<file path="src/design/dncw_pkg.sv">
// dncw_pkg: word indices, field positions, reset values and scale
// constants for the drive network control words.
// assumes: used by dncw_top, dncw_sat and dncw_dir, one mclk domain.
//
// Functional notes
// - feedback word is signed 16-bit two's complement
// - rated frequency reads 8192, stopped reads zero
// - reverse rotation gives a negative feedback value
// - network speeds saturate at 32767 or -32768
// - command word written only from the network
// - bit 0: ramp down stop, or run up
// - bit 1: disable inverter, or enable it
// - bit 2: oppose reference direction, or follow it
// - bit 3 switches the inch function
// - bit 4: remote mode set, local clear
// - bit 5 selects second ramp pair
// - bit 6 activates quick stop
// - bit 7 clears a present fault
// - bits 8 to 15 have no function
// - speed reference written only from the network
// - network reference used only when source selected
// - reference scale: 8192 means rated frequency
// - direction from reference sign and bit 2
`default_nettype none

package dncw_pkg;

   // word indices on the parameter access port
   localparam logic [1:0] IDX_FEEDBACK = 2'h0;
   localparam logic [1:0] IDX_COMMAND  = 2'h1;
   localparam logic [1:0] IDX_SPEEDREF = 2'h2;

   // command word field positions
   localparam int CMD_RUN_BIT    = 0;
   localparam int CMD_ENABLE_BIT = 1;
   localparam int CMD_FWD_BIT    = 2;
   localparam int CMD_INCH_BIT   = 3;
   localparam int CMD_REMOTE_BIT = 4;
   localparam int CMD_RAMP2_BIT  = 5;
   localparam int CMD_QSTOP_BIT  = 6;
   localparam int CMD_FRESET_BIT = 7;
   localparam logic [15:0] CMD_USED_MASK = 16'h00FF;

   // reset values
   localparam logic [15:0] CMD_RESET = 16'h0000;
   localparam logic [15:0] REF_RESET = 16'h0000;
   localparam logic [15:0] FB_RESET  = 16'h0000;

   // speed scale and saturation limits
   localparam logic signed [15:0] RATED_SCALE = 16'sh2000;
   localparam logic signed [15:0] SAT_MAX     = 16'sh7FFF;
   localparam logic signed [15:0] SAT_MIN     = 16'sh8000;
   localparam int SPEED_MAG_W = 20;

   // reference source code meaning "communication network"
   localparam logic [3:0] REF_SRC_NET = 4'h9;

   // who issues a parameter write
   typedef enum logic [1:0] {
      SRC_NET   = 2'h0,
      SRC_PANEL = 2'h1,
      SRC_PROG  = 2'h3
   } dncw_src_t;

endpackage : dncw_pkg

`default_nettype wire

</file>
<file path="src/design/dncw_sat.sv">
// dncw_sat: clamps a wide signed speed onto the 16-bit network range.
// assumes: purely combinational, IN_W of at least 17.
`timescale 1ns/1ps
`default_nettype none

module dncw_sat #(
   parameter int IN_W = 17
) (
   // wide signed speed
   input  wire logic signed [IN_W-1:0] din,
   // clamped network word
   output logic signed [15:0]          dout
);
   import dncw_pkg::*;

   localparam logic signed [IN_W-1:0] HI = IN_W'(SAT_MAX);
   localparam logic signed [IN_W-1:0] LO = IN_W'(SAT_MIN);

   // range checks, clamp instead of wrap
   wire logic over;
   wire logic under;
   assign over  = din > HI;
   assign under = din < LO;
   assign dout  = over  ? SAT_MAX :
                  under ? SAT_MIN : din[15:0];

endmodule : dncw_sat

`default_nettype wire

</file>
<file path="src/design/dncw_dir.sv">
// dncw_dir: applies the direction bit to the signed speed reference.
// assumes: purely combinational; result is in the forward frame.
`timescale 1ns/1ps
`default_nettype none

module dncw_dir (
   // network reference and direction bit
   input  wire logic signed [15:0] ref_in,
   input  wire logic               same_dir,
   // signed reference, positive is forward
   output logic signed [16:0]      ref_eff,
   output logic                    fwd
);
   import dncw_pkg::*;

   // one extra bit so that negating -32768 cannot wrap
   wire logic signed [16:0] ref_ext;
   assign ref_ext = {ref_in[15], ref_in};
   assign ref_eff = same_dir ? ref_ext : -ref_ext;

   // zero reference keeps the commanded sense
   assign fwd = (ref_in == 16'sh0000) ? same_dir
                                      : (ref_in[15] ^ same_dir);

endmodule : dncw_dir

`default_nettype wire

</file>
<file path="src/design/dncw_top.sv">
// dncw_top: command word, speed reference and speed feedback words of
// a drive, with the command bits decoded for the motor control core.
// assumes: one mclk domain at 25 MHz, all inputs synchronous to it;
// the core supplies speed magnitude already on the 8192-is-rated scale.
`timescale 1ns/1ps
`default_nettype none

module dncw_top (
   // clock and reset
   input  wire logic                      mclk,
   input  wire logic                      reset,
   // parameter write port
   input  wire logic                      par_wr,
   input  wire dncw_pkg::dncw_src_t       par_src,
   input  wire logic [1:0]                par_addr,
   input  wire logic [15:0]               par_wdata,
   output logic                           wr_refused_q,
   // parameter read port, open to every source
   input  wire logic [1:0]                rd_addr,
   output logic [15:0]                    rd_data_q,
   // motor core status
   input  wire logic [dncw_pkg::SPEED_MAG_W-1:0] speed_mag,
   input  wire logic                      motor_reverse,
   input  wire logic                      fault_active,
   // reference source selection settings
   input  wire logic [3:0]                local_reference_source,
   input  wire logic [3:0]                remote_reference_source,
   // commands to the motor core
   output logic                           run_q,
   output logic                           enable_q,
   output logic                           forward_q,
   output logic                           inch_function_q,
   output logic                           remote_q,
   output logic                           ramp2_q,
   output logic                           quick_stop_q,
   output logic                           fault_clear_q,
   output logic                           net_ref_used_q,
   output logic signed [15:0]             motor_ref_q,
   output logic signed [15:0]             motor_speed_feedback
);
   import dncw_pkg::*;

   // stored words
   logic [15:0]        drive_command_word;
   logic [15:0]        cmd_d;
   logic signed [15:0] network_speed_reference;
   logic signed [15:0] ref_d;
   logic signed [15:0] fb_q;
   logic               refused_d;
   logic               fclr_d;
   logic [15:0]        rd_d;

   // derived reference path
   logic signed [16:0] ref_eff;
   logic               ref_fwd;
   logic signed [15:0] ref_sat;
   logic signed [SPEED_MAG_W:0] fb_wide;
   logic signed [15:0] fb_sat;
   logic [3:0]         sel_src;
   logic               use_net;
   logic signed [15:0] mref_d;
   logic               fwd_q;
   logic               used_q;
   logic signed [15:0] mref_q;

   // write decode: only the network may change the words
   // a refused write still pulses so the far side can be told why
   wire logic net_wr;
   wire logic wr_cmd;
   wire logic wr_ref;
   assign net_wr    = par_wr && (par_src == SRC_NET);
   assign wr_cmd    = net_wr && (par_addr == IDX_COMMAND);
   assign wr_ref    = net_wr && (par_addr == IDX_SPEEDREF);
   assign refused_d = par_wr && (par_src != SRC_NET);

   // next command word, reserved bits dropped
   assign cmd_d = wr_cmd ? (par_wdata & CMD_USED_MASK)
                         : drive_command_word;
   // next reference word, master encodes on the 8192 scale
   assign ref_d = wr_ref ? par_wdata : network_speed_reference;

   // one fault clear per accepted write with bit 7 set while fault_active is high
   assign fclr_d = wr_cmd && par_wdata[CMD_FRESET_BIT]
                   && fault_active;

   // feedback: sign from rotation sense, clamp at 16 bits
   // the extra top bit keeps a full 20-bit magnitude from reading negative
   assign fb_wide = motor_reverse
                    ? -$signed({1'b0, speed_mag})
                    :  $signed({1'b0, speed_mag});

   dncw_sat #(
      .IN_W (SPEED_MAG_W + 1)
   ) u_fb_sat (
      .din  (fb_wide),
      .dout (fb_sat)
   );

   // reference: direction bit applied, then clamped
   // negating -32768 gives +32768, which the clamp folds back to 32767
   dncw_dir u_dir (
      .ref_in   (network_speed_reference),
      .same_dir (drive_command_word[CMD_FWD_BIT]),
      .ref_eff  (ref_eff),
      .fwd      (ref_fwd)
   );

   dncw_sat #(
      .IN_W (17)
   ) u_ref_sat (
      .din  (ref_eff),
      .dout (ref_sat)
   );

   // reference source follows the local or remote selection
   // zero when not selected, so a stale word cannot move the motor
   assign sel_src = drive_command_word[CMD_REMOTE_BIT]
                    ? remote_reference_source
                    : local_reference_source;
   assign use_net = (sel_src == REF_SRC_NET);
   assign mref_d  = use_net ? ref_sat : 16'sh0000;

   // read multiplexer, unmapped index reads zero
   assign rd_d = (rd_addr == IDX_FEEDBACK) ? fb_q :
                 (rd_addr == IDX_COMMAND)  ? drive_command_word :
                 (rd_addr == IDX_SPEEDREF) ? network_speed_reference :
                                             16'h0000;

   // stored words and pulses
   always_ff @(posedge mclk or posedge reset) begin
      if (reset) begin
         drive_command_word      <= CMD_RESET;
         network_speed_reference <= REF_RESET;
         fb_q                    <= FB_RESET;
         wr_refused_q            <= 1'b0;
         fault_clear_q           <= 1'b0;
      end else begin
         drive_command_word      <= cmd_d;
         network_speed_reference <= ref_d;
         fb_q                    <= fb_sat;
         wr_refused_q            <= refused_d;
         fault_clear_q           <= fclr_d;
      end
   end

   // motor reference outputs and read data
   always_ff @(posedge mclk or posedge reset) begin
      if (reset) begin
         fwd_q     <= 1'b0;
         used_q    <= 1'b0;
         mref_q    <= 16'sh0000;
         rd_data_q <= 16'h0000;
      end else begin
         fwd_q     <= ref_fwd;
         used_q    <= use_net;
         mref_q    <= mref_d;
         rd_data_q <= rd_d;
      end
   end

   // command bits straight from the stored word, except forward from the registered direction
   assign run_q           = drive_command_word[CMD_RUN_BIT];
   assign enable_q        = drive_command_word[CMD_ENABLE_BIT];
   assign inch_function_q = drive_command_word[CMD_INCH_BIT];
   assign remote_q        = drive_command_word[CMD_REMOTE_BIT];
   assign ramp2_q         = drive_command_word[CMD_RAMP2_BIT];
   assign quick_stop_q    = drive_command_word[CMD_QSTOP_BIT];
   assign forward_q       = fwd_q;
   assign net_ref_used_q  = used_q;
   assign motor_ref_q     = mref_q;
   assign motor_speed_feedback = fb_q;
endmodule : dncw_top

`default_nettype wire

</file>
<file path="config.mk">
export PLATFORM = sky130hd
export DESIGN_NAME = dncw_top
export DESIGN_NICKNAME = d
export VERILOG_FILES = /design/src/design/dncw_pkg.sv /design/src/design/dncw_sat.sv /design/src/design/dncw_dir.sv /design/src/design/dncw_top.sv
export SDC_FILE = /design/constraint.sdc
export NUM_CORES = 1
export LEC_CHECK = 0
export ABC_AREA = 1
export BUFFER_PORTS_ARGS = -buffer_cell sky130_fd_sc_hd__buf_2
export CAP_MARGIN = 10
export CORE_MARGIN = 10
export CORE_UTILIZATION = 25
export CTS_CLUSTER_DIAMETER = 30
export DETAILED_ROUTE_END_ITERATION = 6
export GPL_TIMING_DRIVEN = 0
export SKIP_CTS_REPAIR_TIMING = 1
export SLEW_MARGIN = 25
export SYNTH_ARGS = -nofsm -noshare
export SYNTH_HDL_FRONTEND = slang
export SYNTH_HIERARCHICAL = 1
export SYNTH_SLANG_ARGS = --single-unit
</file>
<file path="constraint.sdc">
create_clock -name mclk -period 5.7 [get_ports mclk]
set_input_delay 1.14 -clock mclk [delete_from_list [all_inputs] [get_ports mclk]]
set_output_delay 1.14 -clock mclk [all_outputs]
set_load 0.05 [all_outputs]
</file>
# Yosys cells after proc, flatten, opt, wreduce, memory -nomap -nowiden
# Cells that the tools add are included.
[op_classes] addsub=2 reduce_logical=10 mux=12 n_bitwise=1 n_lt_le_gt_ge=4 n_eq_ne=5
[ops] op="two-way mux 16 bit" count=8
[ops] op="> comparator 21 x 16 -> 1 bit (second input constant)" count=1
[ops] op="less-than comparator 21 x 16 -> 1 bit (second input constant)" count=1
[ops] op="two-way mux 21 bit" count=1
[ops] op="negation 20 -> 21 bit" count=1
[ops] op="> comparator 17 x 16 -> 1 bit (second input constant)" count=1
[ops] op="less-than comparator 17 x 16 -> 1 bit (second input constant)" count=1
[ops] op="two-way mux 17 bit" count=1
[ops] op="negation 16 -> 17 bit" count=1
[ops] op="logical NOT 16 bit" count=1
[ops] op="logical AND 1 bit" count=6
[ops] op="== test 2 x 1 -> 1 bit (second input constant)" count=2
[ops] op="== test 2 bit (second input constant)" count=2
[ops] op="== test 4 bit (second input constant)" count=1
[ops] op="logical NOT 2 bit" count=2
[ops] op="two-way mux 4 bit" count=1
[ops] op="nonzero test 2 bit" count=1
[ops] op="two-way mux 1 bit" count=1
[ops] op="XOR 1 bit" count=1
[word_totals] elab_cells=43 output_inout_bits=58 in_bits=55 register_bits=76

# Logic depth before layout (Yosys ltp)
[depth] word_depth=6 depth_mapped=14 mapped_depth_nobuf=13

# Modules after synthesis
# The synthesis kept the hierarchy.
[modules_own_cells] module="dncw_top" area_per_inst_um2=3338.2 n_inst=1 seq_area_each_um2=1901.8 cells_per_inst=383
[modules_own_cells] module="dncw_dir" area_per_inst_um2=556.8 n_inst=1 seq_area_each_um2=0.0 cells_per_inst=104
[modules_own_cells] module="dncw_sat (u_fb_sat)" area_per_inst_um2=210.2 n_inst=1 seq_area_each_um2=0.0 cells_per_inst=41
[modules_own_cells] module="dncw_sat (u_ref_sat)" area_per_inst_um2=177.7 n_inst=1 seq_area_each_um2=0.0 cells_per_inst=37

# Least setup slack after synthesis
# OpenSTA, ideal clock, no wires.
[synth_path] path_type="input-to-reg" startpoint="input port speed_mag[1] (netlist bit)" endpoint="register fb_q[8], in the netlist motor_speed_feedback[8]" cell_stages=12 required_ns=5.635 setup_time_ns=0.065 path_buffers=1 setup_slack_ns=3.218 t_arrival_ns=2.417 cell_sequence="inv_1 > ha_1 > nand3_2 > nor2_1 > nand3_1 > o21ai_0 > inv_1 > inv_1 > o21bai_4 > buf_6 > nand2_1 > nand2_1"
[synth_between] elab_chain_len=5 word_cells_on_any_way=6 classes_between="add/sub: 1; order compare: 2; mux: 3"
[synth_rtl] item="from (decl)" line="dncw_top.sv:22" source="input wire logic [dncw_pkg::SPEED_MAG_W-1:0] speed_mag,"
[synth_rtl] item="negation 20 -> 21 bit (*)" line="dncw_top.sv:89" source="? -$signed({1'b0, speed_mag})"
[synth_rtl] item="two-way mux 21 bit (*)" line="dncw_top.sv:89"
[synth_rtl] item="named net fb_wide[20]" line="dncw_top.sv:57" source="logic signed [SPEED_MAG_W:0] fb_wide;"
[synth_rtl] item="less-than comparator 21 x 16 -> 1 bit" line="dncw_sat.sv:23" source="assign under = din < LO;"
[synth_rtl] item="two-way mux 16 bit" line="dncw_sat.sv:25" source="under ? SAT_MIN : din[15:0];"
[synth_rtl] item="two-way mux 16 bit (*)" line="dncw_sat.sv:24" source="assign dout = over ? SAT_MAX :"
[synth_rtl] item="named net fb_sat[8]" line="dncw_top.sv:58" source="logic signed [15:0] fb_sat;"
[synth_rtl] item="to (signal assigned)" line="dncw_top.sv:140" source="fb_q <= fb_sat;"
[synth_rtl] item="to (decl)" line="dncw_top.sv:48" source="logic signed [15:0] fb_q;"
# Mark *: on every way through the listed nets, which the timed path passes. The rest lies on a longest branch.
# A chain may end at the register's enable or synchronous reset.

# Final worst setup path
[layout_path] startpoint="input port speed_mag[0] (netlist bit)" endpoint="register fb_q[10], in the netlist motor_speed_feedback[10]"
# The elaborated chain is that of the path after synthesis.

==> out/results.ini <==
[placed_design]
place_hpwl_um=10200
port_buffers=112
gp_routability_congestion=0.883

[sta]
slew_viol_final=0
fin_hold_ws_ns=0.481
max_slew_margin_pct=58.4
setup_viol=0
min_period_ns=2.44
max_freq_mhz=409
setup_tns_ns=0
final-hold-violation-count=0
fin_skew_ns=0.00696
tightest_slew_ns=0.622
fin_crit_sh_pct=42.9
rsz0062_at_grt=no

[min_path]
min_path_cells=2
hold_class=reg -> reg
min_from=drive_command_word[7]
hold_end=drive_command_word[7]

[detailed_routing]
drt_wl_total_um=12400
postRouteAntennaNets=0
firstDrtPassIters=4
drc=0
wl_per_cell_um=13.5
num_vias=3699
drt_iter0_drc=151
viasPerCell=4.04

[finish]
nets=746
layout_commonest_cell=nand2_1
drive_above_1_share_pct=29.3
area_growth_syn_to_layout_pct=26.7
final_cell_mix=nand2_1, buf_2, inv_1, dfrtp_1, nor2_1

[worst_setup_path]
cp_top_family=simple AND/OR/NAND/NOR gates
critPathCaptureType=register
reg2reg_to=motor_ref_q[10]
path_class=in -> reg
r2r_cells=13
critPathBufInv=5
worstPathRequired_ns=5.97
worstPathArrival_ns=2.72
critPathSlowestCell=ha_1
critPathMaxStageDelay_ns=0.20
r2r-start=network_speed_reference[0]
crit_path_cell_trace=buf_2 -> inv_1 -> ha_1 -> nand3_2 -> nor2_1 -> nand3_1 -> o21ai_0 -> inv_1 -> inv_1 -> o21bai_4 -> buf_6 -> nand2_1 -> nand2_1
crit_top_cell=inv_1
crit_fanout=10
r2r_slack_ns=3.78
startpoint_type=input port

[clock_network]
cts_root_buf=clkbuf_16
max-clock-path-buffers=2
clk_pin_slew_worst_paths_ns=0.06
cts_tree=built
cts_sinks=76
cts_inserted_buffers=9
htreeDepth=3
clock_latency_ns=0.33

[global_routing]
grt_usage_pct=11.1
antenna_found_initial=2
gr-total-overflow=0
grt_first_pass_wirelength_um=19700
grt_start_max_net_pins=41
grt_pass1_vias=3743

[synthesis]
ys_types=30
yosys_register_bits=76
synthTopCellsByArea=dfrtp_1, nand2_1, inv_1
syn-cell-area_um2=4280
synth_seq_area_share_pct=44.4
syn-instance-count=565
yosysTopAreaCell=dfrtp_1
ys_warn_count=6
synth_nets=622
synth_top_area_share_pct=44.4
synth.avg_cell_area_um2=7.58

[floorplan]
dieWidth_um=151
core-area_um2=16700
row_count=47
die_area_um2=22800
pin_count=113
die_h_um=151
start_util_pct=25.6

[job]
drv_cap=0

[power_and_ir_drop]
power.density_nw_per_um2=347
ir_drop_mv=0.137
cellLeakagePower_nw=3.04

[status]
status=finished, final reports clean

per-stage QoR:
| step | setup WS (ns) | instance area [um^2] | utilization (%) | cells | power, mW |
|---|---|---|---|---|---|
| after detailed placement | 2.92 | 5140 | 30.8 | 898 | 1.37 |
| after floorplan | 2.62 | 4280 | - | 565 | 1.20 |
| after global placement | 1.70 | 5120 | 30.6 | 897 | 1.36 |
| final | 3.26 | 5430 | 32.5 | 916 | 1.88 |
| after global routing | 3.01 | 5420 | 32.5 | 914 | 2.01 |
| after CTS | 3.27 | 5420 | 32.5 | 914 | 1.91 |
metal layers:
metal | global-route usage, % | up-vias | share of wire, %
met2 | 19.1 | 82 | 50
met4 | 2.89 | 0 | 0.78
met1 | 12.4 | 1643 | 41
li1 | - | 1965 | -
met3 | 4.53 | 9 | 8.7
met5 | 0 | - | 0
synth_stat cells, drive strengths merged:
library cell	n
buf	16
nor3	4
nand4	2
o21ai	39
clkbuf	2
o21bai	1
xnor2	1
nand2	205
nand3	40
a21oi	4
dfrtp	76
ha	2
nand3b	5
nor2	63
inv	87
xor2	14
a22o	4
worst max-delay path by stage:
stage / from / to / slack (ns) / cells past startpoint
final: speed_mag[0] / motor_speed_feedback[10] / 3.26 / 13
after global routing: speed_mag[0] / motor_speed_feedback[10] / 3.01 / 13
after CTS: speed_mag[0] / motor_speed_feedback[8] / 3.27 / 14
after detailed placement: speed_mag[0] / motor_speed_feedback[11] / 2.92 / 14
after global placement: reset / motor_speed_feedback[11] / 1.70 / 2
after floorplan: reset / drive_command_word[0] / 2.62 / 1
flip-flops by register name, indices dropped and copies added (netlist names):
register	cells
network_speed_reference	16
motor_speed_feedback	16
forward_q	1
motor_ref_q	16
net_ref_used_q	1
wr_refused_q	1
drive_command_word	8
fault_clear_q	1
rd_data_q	16
cell families (layout without fill, tap and decap cells):
logic type | Yosys count | in the layout | share of synthesized area (%)
AO/OA/AOI/OAI | 48 | 48 | 7.68
XOR/XNOR | 15 | 15 | 3.24
adder cells (fa/ha/maj) | 2 | 2 | 0.584
buffers and inverters | 105 | 234 | 11.3
flip-flops | 76 | 76 | 44.4
other | 0 | 2 | 0
AND/OR/NAND/NOR | 319 | 319 | 32.8
layout make-up:
type	count	area, um^2
flip-flops and latches	76	1900
inverters	87	329
repair buffers	113	581
multi-input cells	384	1900
well taps	220	275
plain buffers	18	156
clock buffers	11	243
fillers	1877	11300
diodes	2	5.00
clock inverters	5	36.3
worst reg2reg max path: cells and delay by family, from the launching register on:
family	cells	cell delay [ns]
flip-flops	1	0.43
AND/OR/NAND/NOR	8	0.81
adder cells (fa/ha/maj)	1	0.23
buffers and inverters	4	0.33
report_power, final:
group | switching [mW] | internal (mW)
combinational | 0.466 | 0.212
clock | 0.224 | 0.307
sequential | 0.0639 | 0.609
(Power assumes the default switching activity.)
